==> src/hw/console_pkg.sv <==
// Shared constants and carrier types for the front-panel console control
package console_pkg;

  // ----------------------------------------------------------------
  // Timing and widths
  // ----------------------------------------------------------------
  localparam int unsigned CLK_HZ        = 50_000_000;
  localparam int unsigned STEP_RATE_MIN = 1;
  localparam int unsigned STEP_RATE_MAX = 1000;
  localparam int unsigned KNOB_W        = 10;
  localparam int unsigned WORD_W        = 16;

  // ----------------------------------------------------------------
  // Addresses, increments, reset values, field positions
  // ----------------------------------------------------------------
  localparam logic [15:0] PSW_SAVE_ADDR = 16'h0024;
  localparam logic [15:0] LC_INCREMENT  = 16'h0002;
  localparam logic [15:0] LC_RESET      = 16'h0000;
  localparam logic [15:0] DISPLAY_RESET = 16'h0000;
  // Status bit 0 is numbered from the most significant end
  localparam int unsigned PSW_WAIT_BIT  = 15;
  // Location counter bit 31 is the least significant bit
  localparam int unsigned LC_EVEN_BIT   = 0;

  // ----------------------------------------------------------------
  // Display selector codes
  // ----------------------------------------------------------------
  localparam logic [3:0] VIEW_INS        = 4'h0;
  localparam logic [3:0] VIEW_PSW        = 4'h1;
  localparam logic [3:0] VIEW_PAIR_FIRST = 4'h2;
  localparam logic [3:0] VIEW_PAIR_LAST  = 4'h9;
  localparam logic [3:0] VIEW_OFF        = 4'ha;

  // ----------------------------------------------------------------
  // Mode selector encoding
  // ----------------------------------------------------------------
  typedef enum logic [2:0] {
    variable_speed_mode,
    run_mode,
    address_entry_mode,
    memory_read_mode,
    memory_write_mode,
    halt_mode
  } mode_type;

  // ----------------------------------------------------------------
  // Carriers
  // ----------------------------------------------------------------
  typedef struct packed {
    logic [2:0]        mode;
    logic [3:0]        view;
    logic              floating_register_select;
    logic              speed_single;
    logic [KNOB_W-1:0] speed_knob;
    logic [15:0]       switches;
    logic              execute_pushbutton;
  } panel_type;

  typedef struct packed {
    logic        req;
    logic        we;
    logic [15:0] addr;
    logic [15:0] wdata;
  } mem_req_type;

  typedef struct packed {
    logic        run;
    logic        step;
    logic        console_halt;
    logic        lc_load;
    logic [15:0] lc_value;
    logic        status_load;
    logic [15:0] status_value;
  } core_cmd_type;

  typedef struct packed {
    logic [15:0] d1;
    logic [15:0] d2;
  } display_type;

endpackage

==> src/hw/step_rate_timer.sv <==
// Tick generator setting the variable-speed instruction rate from the knob
`timescale 1ns/1ps
module step_rate_timer
  import console_pkg::*;
#(
  parameter int unsigned CLOCK_HZ = CLK_HZ,
  parameter int unsigned RATE_LO  = STEP_RATE_MIN,
  parameter int unsigned RATE_HI  = STEP_RATE_MAX,
  parameter int unsigned K_W      = KNOB_W
) (
  // Clock and reset
  input  wire logic           mclk,
  input  wire logic           rst_n,
  input  wire logic           clk_en,
  // Control
  input  wire logic           enable,
  input  wire logic [K_W-1:0] knob,
  // Rate tick
  output logic                tick
);

  localparam int unsigned ACC_W = $clog2(CLOCK_HZ + RATE_HI) + 1;

  if (RATE_LO < 1 || RATE_HI < RATE_LO || RATE_HI >= CLOCK_HZ) begin : g_chk
    $error("step_rate_timer: rate limits not servable");
  end

  logic [ACC_W-1:0] acc_q;
  logic [ACC_W-1:0] rate;
  logic [ACC_W-1:0] sum;

  // Knob saturates at both ends of the range
  always_comb begin
    if (ACC_W'(knob) < ACC_W'(RATE_LO)) begin
      rate = ACC_W'(RATE_LO);
    end else if (ACC_W'(knob) > ACC_W'(RATE_HI)) begin
      rate = ACC_W'(RATE_HI);
    end else begin
      rate = ACC_W'(knob);
    end
    sum = acc_q + rate;
  end

  // Phase accumulator: exact average rate, no divider needed
  always_ff @(posedge mclk or negedge rst_n) begin
    if (!rst_n) begin
      acc_q <= '0;
      tick  <= 1'b0;
    end else if (clk_en) begin
      if (!enable) begin
        acc_q <= '0;
        tick  <= 1'b0;
      end else if (sum >= ACC_W'(CLOCK_HZ)) begin
        acc_q <= sum - ACC_W'(CLOCK_HZ);
        tick  <= 1'b1;
      end else begin
        acc_q <= sum;
        tick  <= 1'b0;
      end
    end
  end

endmodule

==> src/hw/front_panel_console_control.sv <==
// Front-panel console control: mode selector, execute button and display views
//
// Contract
// - Every execute press acts according to the mode selector position, except in normal run, where only a halt press acts.
// - Variable speed at single position runs one instruction per press.
// - Variable speed between limits steps continuously, 1 to 1000 per second.
// - Single or variable stepping refreshes both displays after each instruction, except in off view.
// - Normal run leaves displays to the program; otherwise they hold.
// - Address entry copies switches to location counter, least bit cleared.
// - After address entry with status view, displays show the new status word.
// - Memory read shows address and data, then adds 2 to counter.
// - Memory write stores switches, shows address and data, adds 2.
// - Halt press stops execution into a noninterruptible halt.
// - Address entry, memory read and write also leave noninterruptible halt.
// - Wait lamp lit when halted, between steps, or program wait bit set.
// - Program wait stays interruptible; console halt blocks interrupts.
// - Halt press drives displays from the view selector positions.
// - Next-instruction view fetches two halfwords at the location counter.
// - Status view shows status and condition code, then location counter.
// - Pair view without floating select shows even then odd register.
// - Pair view with floating select shows upper then lower floating half.
// - Off view drives nothing; program-written values stay visible.
// - After power-up, program status loads from save area at 0024.
`timescale 1ns/1ps
module front_panel_console_control
  import console_pkg::*;
#(
  parameter int unsigned CLOCK_HZ = CLK_HZ,
  parameter int unsigned RATE_LO  = STEP_RATE_MIN,
  parameter int unsigned RATE_HI  = STEP_RATE_MAX
) (
  // Clock, reset, enable
  input  wire logic         mclk,
  input  wire logic         rst_n,
  input  wire logic         clk_en,
  // Operator panel (asynchronous pins)
  input  wire panel_type    panel,
  // Operator lamps and displays
  output display_type       display_q,
  output logic              wait_lamp_q,
  // Core control and status word
  output core_cmd_type      cmd_q,
  input  wire logic         step_done,
  input  wire logic [15:0]  psw_status,
  input  wire logic [15:0]  psw_lc,
  // Core memory port
  output mem_req_type       mem_q,
  input  wire logic         mem_ack,
  input  wire logic [15:0]  mem_rdata,
  // Core register file views
  output logic [2:0]        reg_pair_q,
  input  wire logic [15:0]  gr_even,
  input  wire logic [15:0]  gr_odd,
  input  wire logic [31:0]  fr_data,
  // Program output to the display panel
  input  wire logic         prog_disp_we,
  input  wire display_type  prog_disp
);

  if (RATE_LO < 1 || RATE_HI < RATE_LO || RATE_HI >= CLOCK_HZ) begin : g_chk
    $error("front_panel_console_control: bad rate limits");
  end

  typedef enum logic [3:0] {
    st_boot,
    st_boot_wait,
    st_idle,
    st_mem_wait,
    st_step_wait,
    st_view,
    st_pair,
    st_fetch1,
    st_fetch2,
    st_run
  } state_type;

  // ----------------------------------------------------------------
  // Helpers
  // ----------------------------------------------------------------
  function automatic logic is_pair_view(input logic [3:0] v);
    return (v >= VIEW_PAIR_FIRST) && (v <= VIEW_PAIR_LAST);
  endfunction

  function automatic logic [15:0] next_even(input logic [15:0] a);
    logic [15:0] n;
    n = a + LC_INCREMENT;
    n[LC_EVEN_BIT] = 1'b0;
    return n;
  endfunction

  // ----------------------------------------------------------------
  // Panel synchroniser and press detection
  // ----------------------------------------------------------------
  panel_type   pan_meta_q;
  panel_type   pan_q;
  state_type   state_q;
  logic        exec_prev_q;
  logic        press_edge;
  logic        press_pend_q;
  logic        press;

  // Whole panel passes two flops before any decode
  always_ff @(posedge mclk or negedge rst_n) begin
    if (!rst_n) begin
      pan_meta_q <= '0;
      pan_q      <= '0;
    end else if (clk_en) begin
      pan_meta_q <= panel;
      pan_q      <= pan_meta_q;
    end
  end

  always_ff @(posedge mclk or negedge rst_n) begin
    if (!rst_n) begin
      exec_prev_q <= 1'b0;
    end else if (clk_en) begin
      exec_prev_q <= pan_q.execute_pushbutton;
    end
  end

  // Button is latching-free momentary: act once per rising edge
  assign press_edge = pan_q.execute_pushbutton & ~exec_prev_q;

  // ----------------------------------------------------------------
  // Press held over a busy sequence
  // ----------------------------------------------------------------
  // A halt pressed mid-step must still stop the stream, so it waits here
  always_ff @(posedge mclk or negedge rst_n) begin
    if (!rst_n) begin
      press_pend_q <= 1'b0;
    end else if (clk_en) begin
      if (press_edge && state_q != st_idle && state_q != st_run) begin
        press_pend_q <= 1'b1;
      end else if (state_q == st_idle || state_q == st_run) begin
        press_pend_q <= 1'b0;
      end
    end
  end

  assign press = press_edge | press_pend_q;

  // ----------------------------------------------------------------
  // Variable-rate ticks
  // ----------------------------------------------------------------
  logic        variable_speed_mode_cont_q;
  logic        variable_speed_mode_session_q;
  logic        tick;
  logic [15:0] lc_q;

  step_rate_timer #(
    .CLOCK_HZ (CLOCK_HZ),
    .RATE_LO  (RATE_LO),
    .RATE_HI  (RATE_HI),
    .K_W      (KNOB_W)
  ) u_rate (
    .mclk   (mclk),
    .rst_n  (rst_n),
    .clk_en (clk_en),
    .enable (variable_speed_mode_cont_q),
    .knob   (pan_q.speed_knob),
    .tick   (tick)
  );

  // ----------------------------------------------------------------
  // Console sequencer
  // ----------------------------------------------------------------
  always_ff @(posedge mclk or negedge rst_n) begin
    if (!rst_n) begin
      state_q            <= st_boot;
      display_q          <= {DISPLAY_RESET, DISPLAY_RESET};
      lc_q               <= LC_RESET;
      reg_pair_q         <= 3'h0;
      mem_q              <= '0;
      cmd_q              <= '0;
      cmd_q.console_halt <= 1'b1;
      variable_speed_mode_cont_q        <= 1'b0;
      variable_speed_mode_session_q     <= 1'b0;
    end else if (clk_en) begin
      cmd_q.step        <= 1'b0;
      cmd_q.lc_load     <= 1'b0;
      cmd_q.status_load <= 1'b0;
      unique case (state_q)
        st_boot: begin
          mem_q <= '{req: 1'b1, we: 1'b0, addr: PSW_SAVE_ADDR, wdata: 16'h0000};
          state_q <= st_boot_wait;
        end
        st_boot_wait: begin
          if (mem_ack) begin
            mem_q.req          <= 1'b0;
            cmd_q.status_load  <= 1'b1;
            cmd_q.status_value <= mem_rdata;
            state_q            <= st_idle;
          end
        end
        st_idle: begin
          if (press) begin
            case (mode_type'(pan_q.mode))
              variable_speed_mode: begin
                cmd_q.console_halt <= 1'b0;
                variable_speed_mode_session_q     <= 1'b1;
                if (pan_q.speed_single) begin
                  cmd_q.step <= 1'b1;
                  state_q    <= st_step_wait;
                end else begin
                  variable_speed_mode_cont_q <= 1'b1;
                end
              end
              run_mode: begin
                cmd_q.console_halt <= 1'b0;
                cmd_q.run          <= 1'b1;
                variable_speed_mode_cont_q        <= 1'b0;
                variable_speed_mode_session_q     <= 1'b0;
                state_q            <= st_run;
              end
              address_entry_mode: begin
                lc_q               <= {pan_q.switches[15:1], 1'b0};
                cmd_q.lc_load      <= 1'b1;
                cmd_q.lc_value     <= {pan_q.switches[15:1], 1'b0};
                cmd_q.console_halt <= 1'b1;
                variable_speed_mode_cont_q        <= 1'b0;
                variable_speed_mode_session_q     <= 1'b0;
                if (pan_q.view == VIEW_PSW) begin
                  state_q <= st_view;
                end
              end
              memory_read_mode, memory_write_mode: begin
                mem_q.req          <= 1'b1;
                mem_q.we           <= (pan_q.mode == memory_write_mode);
                mem_q.addr         <= lc_q;
                mem_q.wdata        <= pan_q.switches;
                cmd_q.console_halt <= 1'b1;
                variable_speed_mode_cont_q        <= 1'b0;
                variable_speed_mode_session_q     <= 1'b0;
                state_q            <= st_mem_wait;
              end
              halt_mode: begin
                cmd_q.console_halt <= 1'b1;
                variable_speed_mode_cont_q        <= 1'b0;
                variable_speed_mode_session_q     <= 1'b0;
                state_q            <= st_view;
              end
              default: ;
            endcase
          end else if (variable_speed_mode_cont_q) begin
            // Leaving the mode or returning to single stops the stream
            if (pan_q.mode != variable_speed_mode || pan_q.speed_single) begin
              variable_speed_mode_cont_q <= 1'b0;
            end else if (tick) begin
              cmd_q.step <= 1'b1;
              state_q    <= st_step_wait;
            end
          end
        end
        st_mem_wait: begin
          if (mem_ack) begin
            mem_q.req    <= 1'b0;
            display_q.d1 <= mem_q.addr;
            display_q.d2 <= mem_q.we ? mem_q.wdata : mem_rdata;
            lc_q         <= next_even(lc_q);
            cmd_q.lc_load  <= 1'b1;
            cmd_q.lc_value <= next_even(lc_q);
            state_q      <= st_idle;
          end
        end
        st_step_wait: begin
          if (step_done) begin
            lc_q    <= psw_lc;
            state_q <= st_view;
          end
        end
        st_view: begin
          if (pan_q.view == VIEW_INS) begin
            mem_q   <= '{req: 1'b1, we: 1'b0, addr: lc_q, wdata: 16'h0000};
            state_q <= st_fetch1;
          end else if (pan_q.view == VIEW_PSW) begin
            display_q <= '{d1: psw_status, d2: lc_q};
            state_q   <= st_idle;
          end else if (is_pair_view(pan_q.view)) begin
            reg_pair_q <= 3'(pan_q.view - VIEW_PAIR_FIRST);
            state_q    <= st_pair;
          end else begin
            state_q <= st_idle;
          end
        end
        st_pair: begin
          // Index settled last cycle, so register data is valid now
          if (pan_q.floating_register_select) begin
            display_q <= '{d1: fr_data[31:16], d2: fr_data[15:0]};
          end else begin
            display_q <= '{d1: gr_even, d2: gr_odd};
          end
          state_q <= st_idle;
        end
        st_fetch1: begin
          if (mem_ack) begin
            display_q.d1 <= mem_rdata;
            mem_q.addr   <= lc_q + LC_INCREMENT;
            state_q      <= st_fetch2;
          end
        end
        st_fetch2: begin
          if (mem_ack) begin
            mem_q.req    <= 1'b0;
            display_q.d2 <= mem_rdata;
            state_q      <= st_idle;
          end
        end
        st_run: begin
          if (prog_disp_we) begin
            display_q <= prog_disp;
          end
          if (press && pan_q.mode == halt_mode) begin
            cmd_q.run          <= 1'b0;
            cmd_q.console_halt <= 1'b1;
            lc_q               <= psw_lc;
            state_q            <= st_view;
          end
        end
        default: state_q <= st_idle;
      endcase
    end
  end

  // ----------------------------------------------------------------
  // Wait lamp
  // ----------------------------------------------------------------
  // Program wait never feeds console_halt, so it stays interruptible
  always_ff @(posedge mclk or negedge rst_n) begin
    if (!rst_n) begin
      wait_lamp_q <= 1'b1;
    end else if (clk_en) begin
      wait_lamp_q <= cmd_q.console_halt
                   | (variable_speed_mode_session_q && state_q != st_step_wait)
                   | psw_status[PSW_WAIT_BIT];
    end
  end

endmodule

==> config.mk <==
export PLATFORM = sky130hd
export DESIGN_NAME = front_panel_console_control
export DESIGN_NICKNAME = d
export VERILOG_FILES = /design/src/hw/console_pkg.sv /design/src/hw/step_rate_timer.sv /design/src/hw/front_panel_console_control.sv
export SDC_FILE = /design/constraint.sdc
export NUM_CORES = 1
export LEC_CHECK = 0
export BUFFER_PORTS_ARGS = -buffer_cell sky130_fd_sc_hd__buf_4
export CAP_MARGIN = 10
export CORE_MARGIN = 1.5
export CORE_UTILIZATION = 50
export DETAILED_ROUTE_END_ITERATION = 12
export PLACE_DENSITY = 0.78
export SYNTH_ARGS = -nofsm -noshare
export SYNTH_HDL_FRONTEND = slang
export SYNTH_HIERARCHICAL = 1
export SYNTH_SLANG_ARGS = --single-unit
export TNS_END_PERCENT = 100
==> constraint.sdc <==
create_clock -name mclk -period 4.4 [get_ports mclk]
set_clock_uncertainty 0.15 [all_clocks]
set_input_delay 0.22 -clock mclk [delete_from_list [all_inputs] [get_ports mclk]]
set_output_delay 0.22 -clock mclk [all_outputs]
set_load 0.005 [all_outputs]
After elaboration in Yosys (flattened, before gate mapping)
Cells that the tools add are included.
{"block": "word_totals", "input_bits": 186, "register_bits": 231, "elab_cells": 208}
{"block": "op_classes", "n_reduce_logical": 41, "magnitude_cmp": 5, "mux": 73, "n_eq_ne": 41, "n_addsub": 4, "bitwise": 7}
{"cell": "32-bit two-way mux", "n": 5}
{"cell": "16-bit one-hot mux with 5 select lines", "n": 2}
{"cell": "16-bit two-way mux", "n": 8}
{"cell": "16-bit one-hot mux with 4 select lines", "n": 2}
{"cell": "34-bit two-way mux", "n": 3}
{"cell": "17-bit two-way mux", "n": 4}
{"cell": "27-bit two-way mux", "n": 2}
{"cell": "4-bit two-way mux", "n": 12}
{"cell": "16-bit one-hot mux with 3 select lines", "n": 1}
{"cell": "17-bit one-hot mux with 2 select lines", "n": 1}
{"cell": "4-bit one-hot mux with 7 select lines", "n": 1}
{"cell": "27-bit by 10-bit adder with 27-bit output", "n": 1}
{"cell": "27-bit by 26-bit greater-or-equal comparator with 1-bit output, second input constant", "n": 1}
{"cell": "27-bit by 26-bit subtractor with 27-bit output, second input constant", "n": 1}
{"cell": "5-bit AND reduction", "n": 5}
{"cell": "7-bit AND reduction", "n": 3}
{"cell": "1-bit two-way mux", "n": 20}
{"cell": "10-bit two-way mux", "n": 2}
{"cell": "4-bit one-hot mux with 5 select lines", "n": 1}
{"cell": "18-bit two-way mux", "n": 1}
{"cell": "2-bit inequality test, second input constant", "n": 9}
{"cell": "16-bit by 2-bit adder with 16-bit output, second input constant", "n": 1}
{"cell": "4-bit by 3-bit == test with 1-bit output, second input constant", "n": 4}
{"cell": "3-bit inequality test, second input constant", "n": 4}
{"cell": "41 further kinds", "n": 77}

Longest topological paths before layout
Gate-level depths: netlist (run 1).
{"block": "logic_depth", "word_depth": 7, "depth_mapped": 19, "depth_no_buf": 17}

By module
Netlist (run 1), hierarchy kept.
{"module": "front_panel_console_control", "instances": 1, "area_each_um2": 10168.5, "seq_area_each_um2": 5057.4, "cells_each": 981}
{"module": "step_rate_timer", "instances": 1, "area_each_um2": 2824.0, "seq_area_each_um2": 700.7, "cells_each": 352}

Worst setup path after synthesis (run 1)
Ideal clock, no wire load.
{"block": "synth_path", "kind": "reg-to-reg", "from": "register pan_q[24] in the netlist's numbering", "to": "register u_rate.acc_q[10]", "t_required_ns": 4.121, "setup_ns": 0.129, "t_arrival_ns": 3.877, "path_slack_ns": 0.244, "n_path_buf": 2, "path_stages_with_launch": 19, "path_cell_list": "dfrtp_1 nand3_1 nor3_1 o21ai_0 ha_1 fa_1 a21o_1 a221oi_4 o31a_4 nor2_1 or2_2 o21ai_1 o21ai_2 and2_4 buf_4 buf_4 o21ai_0 o31a_1 o21ai_1"}
{"block": "synth_between", "elab_chain_len": 7, "word_cells_on_any_way": 9, "cone_classes": "add/sub: 2; order compare: 3; mux: 4"}
{"element": "from (decl)", "line_no": "front_panel_console_control.sv:95", "text": "panel_type pan_q;"}
{"element": "from (signal assigned)", "line_no": "front_panel_console_control.sv:109", "text": "pan_q <= pan_meta_q;"}
{"element": "10-bit > comparator", "line_no": "step_rate_timer.sv:36", "text": "end else if (ACC_W'(knob) > ACC_W'(RATE_HI)) begin"}
{"element": "10-bit two-way mux", "line_no": "step_rate_timer.sv:36"}
{"element": "10-bit two-way mux *", "line_no": "step_rate_timer.sv:34", "text": "if (ACC_W'(knob) < ACC_W'(RATE_LO)) begin"}
{"element": "27-bit by 10-bit adder with 27-bit output *", "line_no": "step_rate_timer.sv:41", "text": "sum = acc_q + rate;"}
{"element": "27-bit by 26-bit subtractor with 27-bit output / 27-bit by 26-bit greater-or-equal comparator with 1-bit output (equally long branches)", "line_no": "step_rate_timer.sv:54, step_rate_timer.sv:53"}
{"element": "27-bit two-way mux *", "line_no": "step_rate_timer.sv:53", "text": "end else if (sum >= ACC_W'(CLOCK_HZ)) begin"}
{"element": "27-bit two-way mux *", "line_no": "step_rate_timer.sv:50", "text": "if (!enable) begin"}
{"element": "to (signal assigned)", "line_no": "step_rate_timer.sv:54", "text": "acc_q <= sum - ACC_W'(CLOCK_HZ);"}
{"element": "to (signal assigned)", "line_no": "step_rate_timer.sv:57", "text": "acc_q <= sum;"}
{"element": "to (decl)", "line_no": "step_rate_timer.sv:28", "text": "logic [ACC_W-1:0] acc_q;"}
Mark *: on every way between the ends. The rest lies on a longest branch, timed or not.
A chain may end at the register's enable or synchronous reset.

Final worst setup path (run 1)
{"block": "layout_path", "from": "register pan_q[26] in the netlist's numbering", "to": "register u_rate.acc_q[11]"}
The elaborated chain is that of the path after synthesis.

==> results_dict.tcl, run 1 <==
set metrics [dict create \
    grt_first_pass_wirelength_um 72600 \
    synth_top_cell_by_area "dfrtp_1" \
    grt_start_max_net_pins 118 \
    p_leak_uw 0.00780 \
    die_h_um 164 \
    power_frac_seq_pct 35.3 \
    clock-sinks 230 \
    synthTopCellsByArea "dfrtp_1, mux2_2, nand2_1" \
    yosysSeqAreaShare_pct 44.3 \
    cp_slowest_stage_delay_ps 460 \
    reg2reg_slack_ps -2 \
    cp-end-kind "register" \
    powerDensity_nw_per_um2 566 \
    clockPowerShare_pct 24.3 \
    syn_nets 1532 \
    hold_depth 4 \
    hold_viol_final 0 \
    cts_made_buffers 26 \
    grt_usage_pct 35.6 \
    combPwrFrac_pct 40.5 \
    path_clk_slew_ps 60 \
    cp_cell_sequence "nor4_2, nand3_1, o21ai_1, ha_2, fa_2, a21o_1, a221oi_4, buf_6, o31a_4, buf_4, or3_4, nor2_4, xor2_2, a21oi_2, and2_4, o21a_1, or4_1, nand3_1" \
    routedWlPerCell_um 23.3 \
    cp_common_cell "nand3_1" \
    period_share_pct 100 \
    r2r_end "u_rate/acc_q[11]" \
    fp-row-count 58 \
    slowest_stage "or4_1" \
    totalWireLength_um 48500 \
    violations "setup timing" \
    synthFlopType "dfrtp_1" \
    root_buffer "clkbuf_16" \
    place_area_um2 15800 \
    status "finished, violations left" \
    firstDrtPassIters 9 \
    ys_types 93 \
    setup_viol 1 \
    crit_type "reg2reg" \
    h-tree-depth 1 \
    nets 1927 \
    cts_tree "built" \
    worstPathMaxFanout 5 \
    p_int_uw 6320 \
    die_w_um 164 \
    initial_core_util_pct 51.3 \
    timing.rr.start "pan_q[26]" \
    drtIter0Drc 1300 \
    via_per_inst 6.16 \
    ir_drop_v 0.000452 \
    dp.final_hpwl_um 33800 \
    p_sw_uw 3780 \
    overflow 0 \
    yosys_warnings 6 \
    final_max_slew_viol_count 0 \
    max-cap-violations 0 \
    slew_headroom_pct 20.2 \
    ys_async_sr_fraction_pct 100 \
    fin_hold_ws_ps 14.3 \
    core_area_um2 25300 \
    die_area_um2 27000 \
    worst_pin_slew_ps 1180 \
    crit_start "pan_q[26]" \
    synth_top_area_share_pct 43.9 \
    worstPathRequired_ps 4710 \
    port_buffers 291 \
    fin_total_pwr_uw 10100 \
    min_to "display_q[31]" \
    cts.path.max_buffers 3 \
    clock_latency_ps 550 \
    reg2regPathDepth 18 \
    avgSynthCellArea_um2 9.75 \
    antenna_left 0 \
    syn_area_um2 13000 \
    drc_errors 0 \
    fin_area_um2 17900 \
    syn_inst 1333 \
    hp-class "in2reg" \
    final_layout_size_suffix_gt1_share_pct 33.3 \
    synth_edf_count 0 \
    fmax_mhz 227 \
    setup_slack_ps -2.12 \
    antenna_found_initial 6 \
    pre_cts_ws_ps -11.8 \
    grt_pass1_vias 12700 \
    synthToLayoutAreaGrowth_pct 37.4 \
    ys_ff_latch 230 \
    vias 12800 \
    min_period_ps 4400 \
    pin_count 293 \
    arrival_ps 4710 \
    swShare_pct 37.4 \
    gp_congestion 0.918 \
    startpoint_type "register" \
    min-delay-start "gr_even[15]" \
]
==> worst max path at each step <==
stage	end	slack [ps]	cells past startpoint
4_1_cts	u_rate/acc_q[11]	5	18
3_5_place_dp	u_rate/acc_q[11]	-10	17
2_1_floorplan	u_rate/acc_q[10]	240	18
3_3_place_gp	u_rate/acc_q[11]	60	17
6_report	u_rate/acc_q[11]	-2	18
5_1_grt	u_rate/acc_q[11]	-150	18
==> cells in the final DEF, fill, tap and decap left out, types with 13 or more instances in the layout <==
cell type / n
a221oi_1: 23
mux2i_1: 38
mux2_2: 111
a22o_1: 13
o21ai_0: 99
nor3_1: 22
inv_1: 27
dlygate4sd3_1: 93
nand3_1: 31
xnor2_1: 22
nand2_1: 141
a21oi_1: 71
buf_4: 366
a221o_1: 13
a22oi_1: 34
nor2_1: 97
dfrtp_1: 227
clkbuf_16: 27
==> power groups by stage <==
stage | logic [uW] | clock network [uW] | registers [uW]
global route | 4420 | 2560 | 3610
floorplan | 2230 | 0 | 3240
CTS | 3910 | 2450 | 3510
global placement | 3730 | 0 | 3510
detailed placement | 3810 | 0 | 3540
finish | 4090 | 2450 | 3560
==> cell usage after synthesis, types with 8 or more instances <==
master,n
a31oi_1,8
o2111ai_1,11
dfrtp_1,228
a21oi_1,74
nand2_1,141
mux2_2,111
clkbuf_1,64
o211ai_1,9
a21o_1,10
inv_1,27
mux2i_1,38
a22oi_1,34
nor2b_1,11
nor2_1,99
nor3_1,24
o21ai_0,101
ha_1,12
nand3_1,32
o21a_1,11
a221oi_1,23
buf_1,9
a221o_1,13
a2bb2oi_1,9
nor4_1,9
a22o_1,13
nand2b_1,11
xor2_1,11
buf_2,17
xnor2_1,22
o22ai_1,9
==> sequential cells by signal, indices dropped and copies added, names as in the netlist <==
register and cells:
variable_speed_mode_session_q 1, exec_prev_q 1, wait_lamp_q 1, u_rate/tick 1, variable_speed_mode_cont_q 1, reg_pair_q 3, u_rate/acc_q 27, pan_q 36
display_q 32, cmd_q 36, lc_q 16, pan_meta_q 36, mem_q 34, state_q 4, press_pend_q 1
==> repair_timing <==
action,4_1_cts,5_1_grt
endpoints found under the setup margin,5,20
hold endpoints to repair,215,0
setup buffers,0,6
gates cloned,0,2
hold buffers,93,0
pin swaps,0,14
gates resized for setup,2,29
==> logic make-up after synthesis <==
| group | share of synthesized area [%] |
|---|---|
| compound gates | 20.6 |
| fa+ha+maj | 1.31 |
| mux | 12.5 |
| buf+inv | 3.95 |
| other cells | 0.0289 |
| flops | 44.3 |
| xor+xnor | 2.35 |
| simple gates | 14.9 |
==> through the flow <==
step	util (%)	instances	setup TNS (ps)
floorplan	-	1333	0
global placement	62.2	1929	0
detailed placement	62.2	1929	-15.2
CTS	69.8	2070	0
global route	70.5	2081	-1210
finish	70.5	2083	-2.12
==> critical path, delay by kind of cell, from the launching register on <==
family,cells,cell delay (ps)
AO/OA/AOI/OAI,6,1050
flip-flops,1,420
AND/OR/NAND/NOR,7,1740
adder cells (fa/ha/maj),2,430
XOR/XNOR,1,230
buffers and inverters,2,310
==> final cells by class <==
type / count / area (um^2)
clock inverters: 11 / 211
diodes: 5 / 12.5
inverters: 27 / 101
well taps: 330 / 413
flip-flops and latches: 230 / 5760
clock buffers: 37 / 753
multi-input cells: 981 / 6890
fillers: 1862 / 7470
repair buffers: 462 / 3710
==> layer usage <==
layer / GRT usage (%) / wire [um] / vias up
met4: 23.5 / 3760 / 4
met2: 57.4 / 22300 / 761
met1: 42.0 / 17700 / 6142
met3: 9.07 / 4750 / 224
met5: 0 / 27 / -
li1: - / - / 5709
Note: power is estimated with default switching activity, not from simulation.
==> run 2, diff against run 1 <==
- SYNTH_HIERARCHICAL: 1 -> unset
==> run 2 against run 1 <==
The flow still finishes with violations (setup timing). Maximum frequency down 1.4%. Routed wire length down 3.5%. Clock power down 4%. Clock-buffer cell count unchanged. Setup slack worse by 62 ps. Highest routed layer is now met4.
==> results_dict.tcl, run 2 <==
set metrics [dict create \
    fin_hold_ws_ps 2.02 \
    crit_type "reg2reg" \
    cts_made_buffers 26 \
    cts.path.max_buffers 3 \
    h-tree-depth 1 \
    clock-sinks 230 \
    max-cap-violations 0 \
    vias 12900 \
    setup_viol 1 \
    grt_start_max_net_pins 104 \
    synth.most_common_cell "dfrtp_1" \
    synthTopCellsByArea "dfrtp_1, mux2_2, o21ai_0" \
    reg2regPathDepth 18 \
    hp-class "in2reg" \
    dp.final_hpwl_um 32100 \
    root_buffer "clkbuf_16" \
    startpoint_type "register" \
    grt_usage_pct 33.9 \
    avgSynthCellArea_um2 9.30 \
    yosys_warnings 0 \
    top_regs "cmd_q x36, pan_meta_q x36, pan_q x36" \
    period_share_pct 101 \
    slew_headroom_pct 17.7 \
    arrival_ps 4710 \
    reg2reg_slack_ps -60 \
    antenna_found_initial 1 \
    nets 1961 \
    grt_pass1_vias 12400 \
    maxUsedRoutingLayer "met4" \
    tns_ps -64.3 \
    synthFlopType "dfrtp_1" \
    worst_pin_slew_ps 1230 \
    syn_area_um2 13000 \
    yosysSeqAreaShare_pct 44.3 \
    min-delay-start "prog_disp[31]" \
    wl_met2_um 21900 \
    antenna_left 0 \
    min_period_ps 4460 \
    setup_slack_ps -64.3 \
    synth_common_cells "dfrtp_1, nand2_1, o21ai_0" \
    port_buffers 291 \
    initial_core_util_pct 51.3 \
    violations "setup timing" \
    hold_viol_final 0 \
    fmax_mhz 224 \
    ys_types 95 \
    syn_nets 1597 \
    pin_count 293 \
    worstPathMaxFanout 3 \
    syn_inst 1398 \
    ys_async_sr_fraction_pct 100 \
    totalWireLength_um 46800 \
    met3_length_um 4560 \
    fp-row-count 58 \
    rsz0062_at_grt "yes" \
    clock_latency_ps 540 \
    via_per_inst 6.13 \
    hold_depth 5 \
    timing.rr.start "pan_q[20]" \
    p_leak_uw 0.00769 \
    synthToLayoutAreaGrowth_pct 35.7 \
    overflow 0 \
    ys_ff_latch 230 \
    drtIter0Drc 1933 \
    final_max_slew_viol_count 0 \
    final_common_cell "buf_4" \
    synth_top_area_share_pct 43.9 \
    path_clk_slew_ps 60 \
    ir_drop_v 0.000352 \
    gp_congestion 0.962 \
    drc_errors 0 \
    crit_start "pan_q[20]" \
    status "finished, violations left" \
    final_cell_mix "buf_4, dfrtp_1, nand2_1" \
    routedWlPerCell_um 22.2 \
    powerDensity_nw_per_um2 548 \
    worstPathRequired_ps 4650 \
    die_area_um2 27000 \
    synth_top_cell_by_area "dfrtp_1" \
    firstDrtPassIters 9 \
    m1WireLength_um 18000 \
    grt_first_pass_wirelength_um 70300 \
    die_w_um 164 \
    synth_edf_count 0 \
    final_layout_size_suffix_gt1_share_pct 31.2 \
    cp-end-kind "register" \
    cts_tree "built" \
    die_h_um 164 \
    core_area_um2 25300 \
]
-- run 2: area by class of cell --
| cell class | instances | area, um^2 |
|---|---|---|
| multi-input cells | 1029 | 6800 |
| repair buffers | 443 | 3610 |
| flip-flops and latches | 230 | 5760 |
| clock inverters | 11 | 194 |
| inverters | 32 | 120 |
| diodes | 1 | 2.50 |
| well taps | 330 | 413 |
| fillers | 1899 | 7690 |
| clock buffers | 37 | 742 |
-- run 2: repair_timing --
item                                    4_1_cts  5_1_grt
setup buffers                                 0       12
gates resized for setup                       4       23
hold buffers                                 96        0
pin swaps                                     4       26
hold endpoints to repair                    194        0
endpoints found under the setup margin       10       20
-- run 2: critical path, stage by stage (launching register included) --
cell      delay [ps]
dfrtp_1          380
nor2_2            70
nor3_2           230
o21ai_2          100
ha_2             200
fa_2             410
a21o_4           240
a221oi_4         340
o21a_4           190
nor4_4            40
xor2_1           150
or4_1            550
a211o_1          380
buf_6            150
a211oi_4         310
a211oi_2         130
buf_4            150
nand4_1           70
nand4_1           90
-- run 2: final timing paths --
path / to
worst max-delay path: u_rate.acc_q[20]
min in group asynchronous: u_rate.acc_q[15]
worst min-delay path: display_q[31]
worst min register to register: reg_pair_q[1]
max in group asynchronous: display_q[29]
worst max register to register: u_rate.acc_q[20]
-- run 2: power breakdown --
group	switching, uW	total, uW	internal (uW)
registers	675	3380	2710
clock network	888	2350	1470
logic	2160	3930	1770
-- run 2: kinds of logic (layout without fill, tap and decap cells) --
group,Yosys count,count (layout),synth area share [%]
other,1,2,0.0288
and+or+nand+nor,422,422,14.9
DFF,230,230,44.3
AOI/OAI and AO/OA,421,421,20.9
muxes,129,129,11.0
xor gates and xnor gates,42,42,2.89
adders and majority gates,14,14,1.40
buffers and inverters,139,523,4.59
-- run 2: metrics by stage --
stage / util (%) / instance area (um^2) / instances / total power, uW / worst slack (ps)
final: 69.6 / 17600 / 2113 / 9670 / -64.3
after global routing: 69.6 / 17600 / 2113 / 10200 / -211
after CTS: 68.9 / 17400 / 2101 / 9480 / 0.496
after detailed placement: 61.3 / 15500 / 1957 / 7010 / -97.8
after global placement: 61.3 / 15500 / 1957 / 6890 / -13.9
after floorplan: - / 13000 / 1398 / 5310 / 87.3
-- run 2: routing by layer --
| layer | vias up | GRT usage (%) |
|---|---|---|
| met3 | 153 | 6.97 |
| met2 | 774 | 54.9 |
| met1 | 6213 | 43.5 |
| met5 | - | 0 |
| met4 | 0 | 16.0 |
| li1 | 5807 | - |
